===== src/shared/sbi_pkg.sv =====
// Shared constants, field layouts and types for the serial bus interface
package sbi_pkg;

  // Register selects seen by the register port
  typedef enum logic [2:0] {
    SEL_CTRL1,
    SEL_CTRL2,
    SEL_BUF,
    SEL_ADDR,
    SEL_RATE_A,
    SEL_RATE_B
  } sbi_sel_e;

  // Operating mode field encodings
  localparam logic [1:0] MODE_PORT = 2'h0;
  localparam logic [1:0] MODE_SIO = 2'h1;
  localparam logic [1:0] MODE_I2C = 2'h2;

  // First control register fields
  localparam int C1_BC_LSB = 5;
  localparam int C1_ACK_BIT = 4;
  localparam int C1_SCK_LSB = 0;

  // Second control register fields (write side)
  localparam int C2_MST_BIT = 7;
  localparam int C2_TRX_BIT = 6;
  localparam int C2_BB_BIT = 5;
  localparam int C2_PIN_BIT = 4;
  localparam int C2_MODE_LSB = 2;

  // Status fields, I2C view
  localparam int ST_MST_BIT = 7;
  localparam int ST_TRX_BIT = 6;
  localparam int ST_BB_BIT = 5;
  localparam int ST_PIN_BIT = 4;
  localparam int ST_AL_BIT = 3;
  localparam int ST_LRB_BIT = 0;
  // Status fields, synchronous serial view
  localparam int ST_SIO_BUSY_BIT = 3;

  // Reset values
  localparam logic [7:0] CTRL1_RST = 8'h00;
  localparam logic [7:0] BUF_RST = 8'h00;
  localparam logic [7:0] ADDR_RST = 8'h00;
  localparam logic [7:0] RATE_RST = 8'h00;
  localparam logic [1:0] MODE_RST = MODE_PORT;

  // Port-7 pin positions
  localparam int PIN_SCK = 0;
  localparam int PIN_SDA = 1;
  localparam int PIN_SCL = 2;

  // Expected port-7 configuration per mode
  localparam logic [1:0] I2C_ODE = 2'h3;
  localparam logic [2:0] I2C_CFG_MASK = 3'h6;
  localparam logic [2:0] I2C_CFG = 3'h6;
  localparam logic [2:0] SIO_FUNC = 3'h7;
  localparam logic [1:0] SIO_DIR_HI = 2'h1;

  // Timing: quarter bit period in system clocks is QTR_BASE shifted by the divider field
  localparam logic [11:0] QTR_BASE = 12'h008;
  localparam logic [3:0] BYTE_BITS = 4'h8;

  typedef struct packed {
    logic [1:0] ode;   // Open-drain enables, bits 2..1
    logic [2:0] dir;   // Direction, bits 2..0
    logic [2:0] func;  // Function select, bits 2..0
  } sbi_port7_cfg_s;

endpackage : sbi_pkg


===== src/logic/sbi_core.sv =====
// Serial bus interface: I2C master and clocked-synchronous 8-bit serial port
// Notes on behaviour
// - One channel that works either as a two-wire I2C port or as an 8-bit synchronous shifter.
// - In I2C mode pin 1 is open-drain data and pin 2 open-drain clock, with config 11/11X/11X.
// - In serial mode pin 0 is shift clock, pin 1 output, pin 2 input, function 111, direction 01X.
// - The same register places mean different things in I2C and in serial mode.
// - I2C supports start/stop framed, repeated-start and address-free byte streams.
// - Reading the second control register place returns status; that register is write-only.
module sbi_core
  import sbi_pkg::*;
(
  input wire logic clk_sys_i,                 // System clock
  input wire logic reset_n_i,                 // Synchronous reset, active low
  input wire sbi_sel_e reg_sel_i,             // Register select
  input wire logic reg_wr_i,                  // Write strobe
  input wire logic reg_rd_i,                  // Read strobe
  input wire logic [7:0] reg_wdata_i,         // Write data
  output logic [7:0] reg_rdata_o,             // Read data, valid cycle after strobe
  input wire sbi_port7_cfg_s port7_cfg_i,     // Port-7 configuration bits
  input wire logic [2:0] p7_in_i,             // Pin levels
  output logic [2:0] p7_out_o,                // Pin output values
  output logic [2:0] p7_oe_n_o,               // Pin output enables, low drives
  output logic busy_o                         // Transfer engine active
);

  typedef enum logic [2:0] {
    ST_IDLE,
    ST_START,
    ST_BIT,
    ST_STOP,
    ST_SIO_INT,
    ST_SIO_EXT
  } sbi_state_e;

  function automatic logic [11:0] quarter_len(input logic [2:0] div);
    quarter_len = QTR_BASE << div;
  endfunction : quarter_len

  // Bit count field of zero means a full byte
  function automatic logic [3:0] frame_bits(input logic [2:0] bc, input logic ack);
    frame_bits = ((bc == 3'h0) ? BYTE_BITS : {1'b0, bc}) + {3'h0, ack};
  endfunction : frame_bits

  sbi_state_e state;
  logic [1:0] phase;
  logic [3:0] bit_cnt;
  logic [11:0] q_cnt;
  logic [7:0] ctrl1;
  logic [1:0] mode;
  logic mst;
  logic trx;
  logic bus_held;
  logic pend;
  logic arb_lost;
  logic lrb;
  logic [7:0] shift;
  logic [7:0] rx_byte;
  logic [7:0] own_addr;
  logic [7:0] rate_a;
  logic [7:0] rate_b;
  logic sda_q;
  logic scl_q;
  logic sck_q;
  logic so_q;
  logic [2:0] p7_meta;
  logic [2:0] p7_sync;
  logic sck_prev;

  always_ff @(posedge clk_sys_i)
  begin
    if (!reset_n_i)
    begin
      p7_meta <= 3'h7;
      p7_sync <= 3'h7;
      sck_prev <= 1'b1;
    end
    else
    begin
      p7_meta <= p7_in_i;
      p7_sync <= p7_meta;
      sck_prev <= p7_sync[PIN_SCK];
    end
  end

  wire logic sda_in = p7_sync[PIN_SDA];
  wire logic scl_in = p7_sync[PIN_SCL];
  wire logic si_in = p7_sync[PIN_SCL];
  wire logic sck_rise = p7_sync[PIN_SCK] & ~sck_prev;
  wire logic sck_fall = ~p7_sync[PIN_SCK] & sck_prev;

  // Pins are only taken over when the port is configured for the mode
  wire logic i2c_mode = (mode == MODE_I2C);
  wire logic sio_mode = (mode == MODE_SIO);
  wire logic i2c_ok = i2c_mode & (port7_cfg_i.ode == I2C_ODE)
    & ((port7_cfg_i.dir & I2C_CFG_MASK) == I2C_CFG)
    & ((port7_cfg_i.func & I2C_CFG_MASK) == I2C_CFG);
  wire logic sio_ok = sio_mode & (port7_cfg_i.func == SIO_FUNC)
    & (port7_cfg_i.dir[2:1] == SIO_DIR_HI);
  wire logic sio_ext = ~port7_cfg_i.dir[PIN_SCK];

  wire logic [2:0] bc = ctrl1[C1_BC_LSB +: 3];
  wire logic ack_en = ctrl1[C1_ACK_BIT];
  wire logic [2:0] sck_div = ctrl1[C1_SCK_LSB +: 3];
  wire logic [3:0] last_bit = frame_bits(bc, ack_en) - 4'h1;
  wire logic data_bit = (bit_cnt < frame_bits(bc, 1'b0));

  wire logic wr_c1 = reg_wr_i & (reg_sel_i == SEL_CTRL1);
  wire logic wr_c2 = reg_wr_i & (reg_sel_i == SEL_CTRL2);
  wire logic wr_buf = reg_wr_i & (reg_sel_i == SEL_BUF);
  wire logic rd_buf = reg_rd_i & (reg_sel_i == SEL_BUF);
  wire logic idle = (state == ST_IDLE);

  // Clock stretching: the high phase waits until the line really is high
  // The line is released at the end of phase 1, so the wait belongs to phase 2
  wire logic wait_scl = (state == ST_START || state == ST_BIT || state == ST_STOP)
    && (phase == 2'h2);
  // Count runs 0 to Q-1 so that each quarter lasts exactly Q clocks
  wire logic q_top = (q_cnt == quarter_len(sck_div) - 12'h001);
  wire logic adv = q_top & (~wait_scl | scl_in);

  // Master transmitter losing the data line to another master
  wire logic lost_now = (state == ST_BIT) & adv & (phase == 2'h2) & trx & data_bit
    & sda_q & ~sda_in;
  wire logic end_i2c = (state == ST_BIT) & adv & (phase == 2'h3) & (bit_cnt == last_bit);
  wire logic end_sio_int = (state == ST_SIO_INT) & adv & (phase == 2'h3)
    & (bit_cnt == BYTE_BITS - 4'h1);
  wire logic end_sio_ext = (state == ST_SIO_EXT) & sck_rise & (bit_cnt == BYTE_BITS - 4'h1);
  wire logic set_pend = end_i2c | end_sio_int | end_sio_ext | lost_now;
  wire logic clr_pend = wr_buf | rd_buf | (wr_c2 & reg_wdata_i[C2_PIN_BIT]);

  always_ff @(posedge clk_sys_i)
  begin
    if (!reset_n_i)
    begin
      q_cnt <= 12'h000;
    end
    else if (idle || adv)
    begin
      q_cnt <= 12'h000;
    end
    else if (!q_top)
    begin
      q_cnt <= q_cnt + 12'h001;
    end
  end

  // Hardware event wins over a software clear in the same cycle
  always_ff @(posedge clk_sys_i)
  begin
    if (!reset_n_i)
    begin
      pend <= 1'b0;
    end
    else if (set_pend)
    begin
      pend <= 1'b1;
    end
    else if (clr_pend)
    begin
      pend <= 1'b0;
    end
  end

  always_ff @(posedge clk_sys_i)
  begin
    if (!reset_n_i)
    begin
      ctrl1 <= CTRL1_RST;
      mode <= MODE_RST;
      mst <= 1'b0;
      trx <= 1'b0;
      own_addr <= ADDR_RST;
      rate_a <= RATE_RST;
      rate_b <= RATE_RST;
    end
    else
    begin
      if (wr_c1)
      begin
        ctrl1 <= reg_wdata_i;
      end
      // Mode is assumed to change only on a free bus with high pins
      if (wr_c2)
      begin
        mode <= reg_wdata_i[C2_MODE_LSB +: 2];
        mst <= reg_wdata_i[C2_MST_BIT];
        trx <= reg_wdata_i[C2_TRX_BIT];
      end
      else if (lost_now)
      begin
        mst <= 1'b0;
      end
      if (reg_wr_i && reg_sel_i == SEL_ADDR)
      begin
        own_addr <= reg_wdata_i;
      end
      if (reg_wr_i && reg_sel_i == SEL_RATE_A)
      begin
        rate_a <= reg_wdata_i;
      end
      if (reg_wr_i && reg_sel_i == SEL_RATE_B)
      begin
        rate_b <= reg_wdata_i;
      end
    end
  end

  always_ff @(posedge clk_sys_i)
  begin
    if (!reset_n_i)
    begin
      state <= ST_IDLE;
      phase <= 2'h0;
      bit_cnt <= 4'h0;
      bus_held <= 1'b0;
      arb_lost <= 1'b0;
      lrb <= 1'b0;
      shift <= BUF_RST;
      rx_byte <= BUF_RST;
      sda_q <= 1'b1;
      scl_q <= 1'b1;
      sck_q <= 1'b1;
      so_q <= 1'b1;
    end
    else
    begin
      if (adv)
      begin
        phase <= phase + 2'h1;
      end
      case (state)
        ST_IDLE:
        begin
          phase <= 2'h0;
          bit_cnt <= 4'h0;
          if (wr_buf)
          begin
            shift <= reg_wdata_i;
            so_q <= reg_wdata_i[0];
          end
          if (wr_c2 && i2c_ok && reg_wdata_i[C2_MST_BIT])
          begin
            // Start and repeated start share one sequence; buffer holds the address
            if (reg_wdata_i[C2_BB_BIT])
            begin
              state <= ST_START;
              bus_held <= 1'b1;
              arb_lost <= 1'b0;
            end
            else if (bus_held)
            begin
              state <= ST_STOP;
            end
          end
          else if (wr_buf && i2c_ok && bus_held)
          begin
            state <= ST_BIT; // Address-free data bytes
          end
          else if (wr_buf && sio_ok)
          begin
            state <= sio_ext ? ST_SIO_EXT : ST_SIO_INT;
          end
        end
        ST_START:
        begin
          if (adv)
          begin
            case (phase)
              2'h0: sda_q <= 1'b1;
              2'h1: scl_q <= 1'b1;
              2'h2: sda_q <= 1'b0;
              default:
              begin
                scl_q <= 1'b0;
                state <= ST_BIT;
              end
            endcase
          end
        end
        ST_BIT:
        begin
          if (lost_now)
          begin
            arb_lost <= 1'b1;
            bus_held <= 1'b0;
            sda_q <= 1'b1;
            scl_q <= 1'b1;
            state <= ST_IDLE;
          end
          else if (adv)
          begin
            case (phase)
              2'h0: sda_q <= data_bit ? (trx ? shift[7] : 1'b1) : (trx | ~ack_en);
              2'h1: scl_q <= 1'b1;
              2'h2:
              begin
                if (data_bit)
                begin
                  shift <= {shift[6:0], sda_in};
                end
                else
                begin
                  lrb <= sda_in;
                end
              end
              default:
              begin
                scl_q <= 1'b0;
                bit_cnt <= bit_cnt + 4'h1;
                if (end_i2c)
                begin
                  rx_byte <= shift;
                  state <= ST_IDLE;
                end
              end
            endcase
          end
        end
        ST_STOP:
        begin
          if (adv)
          begin
            case (phase)
              2'h0: sda_q <= 1'b0;
              2'h1: scl_q <= 1'b1;
              2'h2: sda_q <= 1'b1;
              default:
              begin
                bus_held <= 1'b0;
                state <= ST_IDLE;
              end
            endcase
          end
        end
        ST_SIO_INT:
        begin
          // Byte goes out least significant bit first
          if (adv)
          begin
            case (phase)
              2'h0:
              begin
                sck_q <= 1'b0;
                so_q <= shift[0];
              end
              2'h2:
              begin
                sck_q <= 1'b1;
                shift <= {si_in, shift[7:1]};
              end
              2'h3:
              begin
                bit_cnt <= bit_cnt + 4'h1;
                if (end_sio_int)
                begin
                  rx_byte <= shift;
                  state <= ST_IDLE;
                end
              end
              default: sck_q <= 1'b0;
            endcase
          end
        end
        ST_SIO_EXT:
        begin
          if (sck_fall)
          begin
            so_q <= shift[0];
          end
          else if (sck_rise)
          begin
            shift <= {si_in, shift[7:1]};
            bit_cnt <= bit_cnt + 4'h1;
            if (end_sio_ext)
            begin
              rx_byte <= {si_in, shift[7:1]};
              state <= ST_IDLE;
            end
          end
        end
        default: state <= ST_IDLE;
      endcase
    end
  end

  // Status uses the serial layout in serial mode and the I2C layout in every other mode
  wire logic [7:0] i2c_status = {mst, trx, bus_held, ~pend, arb_lost, 2'h0, lrb};
  wire logic [7:0] sio_status = {4'h0, ~idle, 3'h0};
  wire logic [7:0] status = sio_mode ? sio_status : i2c_status;
  wire logic [7:0] rd_mux = (reg_sel_i == SEL_CTRL1) ? ctrl1
    : (reg_sel_i == SEL_CTRL2) ? status
    : (reg_sel_i == SEL_BUF) ? rx_byte
    : (reg_sel_i == SEL_ADDR) ? own_addr
    : (reg_sel_i == SEL_RATE_A) ? rate_a
    : (reg_sel_i == SEL_RATE_B) ? rate_b
    : 8'h00;

  always_ff @(posedge clk_sys_i)
  begin
    if (!reset_n_i)
    begin
      reg_rdata_o <= 8'h00;
    end
    else if (reg_rd_i)
    begin
      reg_rdata_o <= rd_mux;
    end
  end

  // Open-drain lines only ever pull low; release leaves the level to the pull-up
  assign p7_out_o = i2c_mode ? 3'h0 : {1'b0, so_q, sck_q};
  assign p7_oe_n_o[PIN_SCK] = ~(sio_ok & ~sio_ext);
  assign p7_oe_n_o[PIN_SDA] = i2c_mode ? ~(i2c_ok & ~sda_q) : ~sio_ok;
  assign p7_oe_n_o[PIN_SCL] = ~(i2c_ok & ~scl_q);
  assign busy_o = ~idle;

endmodule : sbi_core


===== config.mk =====
export PLATFORM = sky130hd
export DESIGN_NAME = sbi_core
export DESIGN_NICKNAME = d
export VERILOG_FILES = /design/src/shared/sbi_pkg.sv /design/src/logic/sbi_core.sv
export SDC_FILE = /design/constraint.sdc
export NUM_CORES = 1
export LEC_CHECK = 0
export BUFFER_PORTS_ARGS = -buffer_cell sky130_fd_sc_hd__buf_2
export CORE_MARGIN = 3
export CORE_UTILIZATION = 40
export CTS_BUF_LIST = sky130_fd_sc_hd__clkbuf_4 sky130_fd_sc_hd__clkbuf_8
export DETAILED_ROUTE_END_ITERATION = 10
export MAX_ROUTING_LAYER = met4
export PLACE_DENSITY = 0.65
export SYNTH_ARGS = -nofsm -noshare
export SYNTH_HDL_FRONTEND = slang
export SYNTH_SLANG_ARGS = --single-unit

===== constraint.sdc =====
create_clock -name clk_sys_i -period 4.5 [get_ports clk_sys_i]
set_input_delay 0.225 -clock clk_sys_i [delete_from_list [all_inputs] [get_ports clk_sys_i]]
set_output_delay 0.225 -clock clk_sys_i [all_outputs]
set_load 0.005 [all_outputs]

==> results.cfg <==
[drt]
drtIter0Drc = 417
drtAntennaViolNets = 0
drc_errors = 0
vias = 4945
routed_wl_um = 15100
routedWlPerCell_um = 17.5
drt_first_pass_iters = 5
via_per_inst = 5.72

[cts]
cts_buffer_depth = 2
clkSlewWorstSetupHoldPaths_ns = 0.09
hold_buffers = 0
clockRootBuffer = clkbuf_8
cts_tree = yes
cts_resized = 0
postCtsSetupRepairBufs = 0
clock-sinks = 96
numCtsBuffers = 9
clk_latency_ns = 0.39
cts_max_level = 3

[critical_path]
cp.depth = 5
cp.arrival_ns = 3.27
slowest_stage = dfxtp_1
endpoint = rx_byte[1]
crit-reg2reg-launch = state[1]
crit_path_cell_trace = nand2_1 -> a2111oi_4 -> o2111a_4 -> a21o_1 -> mux2i_1
end_kind = flop
r2r-end = rx_byte[1]
reg2reg_depth = 5
path_max_fanout = 22
crit_path_max_incr_delay_ns = 0.90
path_class = flop to flop
reg2reg_setup_slack_ns = 1.55
crit_family = compound AO/OA/AOI/OAI gates
critPathRequiredTime_ns = 4.82
critPathLaunchType = flop
crit_buf_inv = 0
critPathLaunch = state[1]

[yosys]
seq_area_frac_synth = 0.356
ys_types = 67
synth_seq_cells = 96
async_flop_share = 0
ys.flop_type = dfxtp_1
synth_cells = 678
synth_edf_count = 0
syn_nets = 715
yosysWarnings = 0
synth.avg_cell_area_um2 = 7.96
netlist_area_um2 = 5400

[global_routing]
grt_max_degree = 59
antenna_found_initial = 0
first_global_vias = 4836
grtUsageTotal = 0.218
grt_pass1_wl_um = 24800
grt.overflow.total = 0

[timing]
setup_viol = 0
holdWs_ns = 0.0132
drv_slew = 0
fmax_mhz = 339
worstMarginPinSlew_ns = 0.981
finalClockSkew_ns = 0.0126
finalCriticalPeriod_ns = 2.95
min_period_over_period = 0.656
relSlewSlack = 0.341
rsz0062_at_grt = no
tns_ns = 0
hold_viol = 0

[pwr]
p_leak_uw = 0.00208
irDropWorstVdd_v = 0.000298
power_density_nw_per_um2 = 359

[min_path]
hp-class = input pin to flop

[floorplan]
start_util = 0.418
io_pins = 41
dieHeight_um = 122
die_x_um = 122
core-area_um2 = 12900
rows = 41
die_area_um2 = 14900

[placed_design]
dp_hpwl_um = 10800
gp_congestion = 0.979
io_buffers = 39

[finish]
final_util = 0.454
drive_gt1_frac = 0.118
mostFrequentLayoutCell = nand2_1
diodes = 0
final_cell_mix = nand2_1, dfxtp_1, a21oi_1
syn_to_final_growth_pct = 8.62
finalNetCount = 724

[run]
cap_violations = 0

[run_status]
outcome = completed
power by group:
group          leakage, uW  internal, uW  switching, uW
registers         0.000778           894           57.9
logic              0.00118           187            317
clock network     0.000116           323            324
worst reg2reg max path: stages (launching register included):
cell and delay (ns):
dfxtp_1 0.90, nand2_1 0.47, a2111oi_4 0.53, o2111a_4 0.36
a21o_1 0.37, mux2i_1 0.25
final cells by class:
| cell class | instances | area [um^2] |
|---|---|---|
| Sequential cell | 96 | 1920 |
| Inverter | 12 | 45.0 |
| Fill cell | 1316 | 7060 |
| Clock buffer | 10 | 131 |
| Tap cell | 172 | 215 |
| Clock inverter | 6 | 90.1 |
| Multi-Input combinational cell | 527 | 3250 |
| Timing Repair Buffer | 41 | 210 |
registers in the layout, summed over array words and instances (netlist names), 2 cells and up:
| register | flops |
|---|---|
| p7_meta | 3 |
| own_addr | 8 |
| shift | 8 |
| reg_rdata_o | 8 |
| p7_sync | 3 |
| phase | 2 |
| rate_a | 8 |
| q_cnt | 12 |
| bit_cnt | 4 |
| rx_byte | 8 |
| ctrl1 | 8 |
| state | 3 |
| rate_b | 8 |
| mode | 2 |
per-layer routing:
layer	GRT usage	vias to the layer above	share of wire
li1	-	2409	-
met1	0.284	2343	0.45
met2	0.333	161	0.47
met3	0.0450	32	0.059
met4	0.0833	0	0.026
met5	-	-	0
through the flow:
step                      instance area, um^2  instances  power, uW  setup WS, ns
final                                    5870        864       2100          1.55
after floorplan                          5400        678       1330          2.21
after global routing                     5870        864       2210          1.33
after detailed placement                 5640        848       1470          1.58
after global placement                   5640        848       1460          1.74
after CTS                                5870        864       2110          1.57
worst min-delay path by stage:
stage	start	slack [ns]	endpoint	cells past startpoint
floorplan	p7_in_i[0]	0.33	p7_meta[0]	1
global placement	p7_meta[0]	0.39	p7_sync[0]	1
detailed placement	p7_meta[0]	0.39	p7_sync[0]	1
CTS	p7_in_i[0]	0.0009	p7_meta[0]	2
global route	p7_in_i[1]	0.02	p7_meta[1]	2
finish	p7_in_i[0]	0.01	p7_meta[0]	2
Yosys cell counts, types with 3 or more instances:
master / number / area, um^2
xnor2_1: 13 / 114
nor2b_1: 7 / 43.8
nand2_1: 105 / 394
clkbuf_1: 33 / 124
and3_1: 8 / 50.1
o21ai_0: 16 / 80.1
a211oi_1: 12 / 90.1
and2_1: 14 / 87.6
nor3_1: 11 / 55.1
o211ai_1: 14 / 105
a31oi_1: 7 / 43.8
buf_2: 3 / 15.0
nor2_1: 51 / 191
nand3_1: 23 / 115
a22oi_1: 7 / 52.6
nand4_1: 3 / 18.8
a21o_1: 3 / 22.5
nor4_1: 5 / 31.3
buf_1: 3 / 11.3
a221oi_1: 4 / 35.0
dfxtp_1: 96 / 1920
o21ai_1: 14 / 70.1
a21oi_1: 65 / 325
or3_1: 6 / 37.5
inv_1: 11 / 41.3
ha_1: 11 / 138
mux2i_1: 32 / 320
nor3b_1: 6 / 45.0
xor2_1: 3 / 26.3
mux2_2: 12 / 135
nand3b_1: 3 / 22.5
nand2b_1: 34 / 213
logic make-up after synthesis:
kind of cell	Yosys count	share of synthesized area
and+or+nand+nor	285	0.254
muxes	44	0.0843
DFF	96	0.356
xor gates and xnor gates	16	0.0260
buffers and inverters	55	0.0419
AOI/OAI and AO/OA	170	0.211
adders and majority gates	11	0.0255
other	1	0.000694
Note: power is estimated with default switching activity, not from simulation.
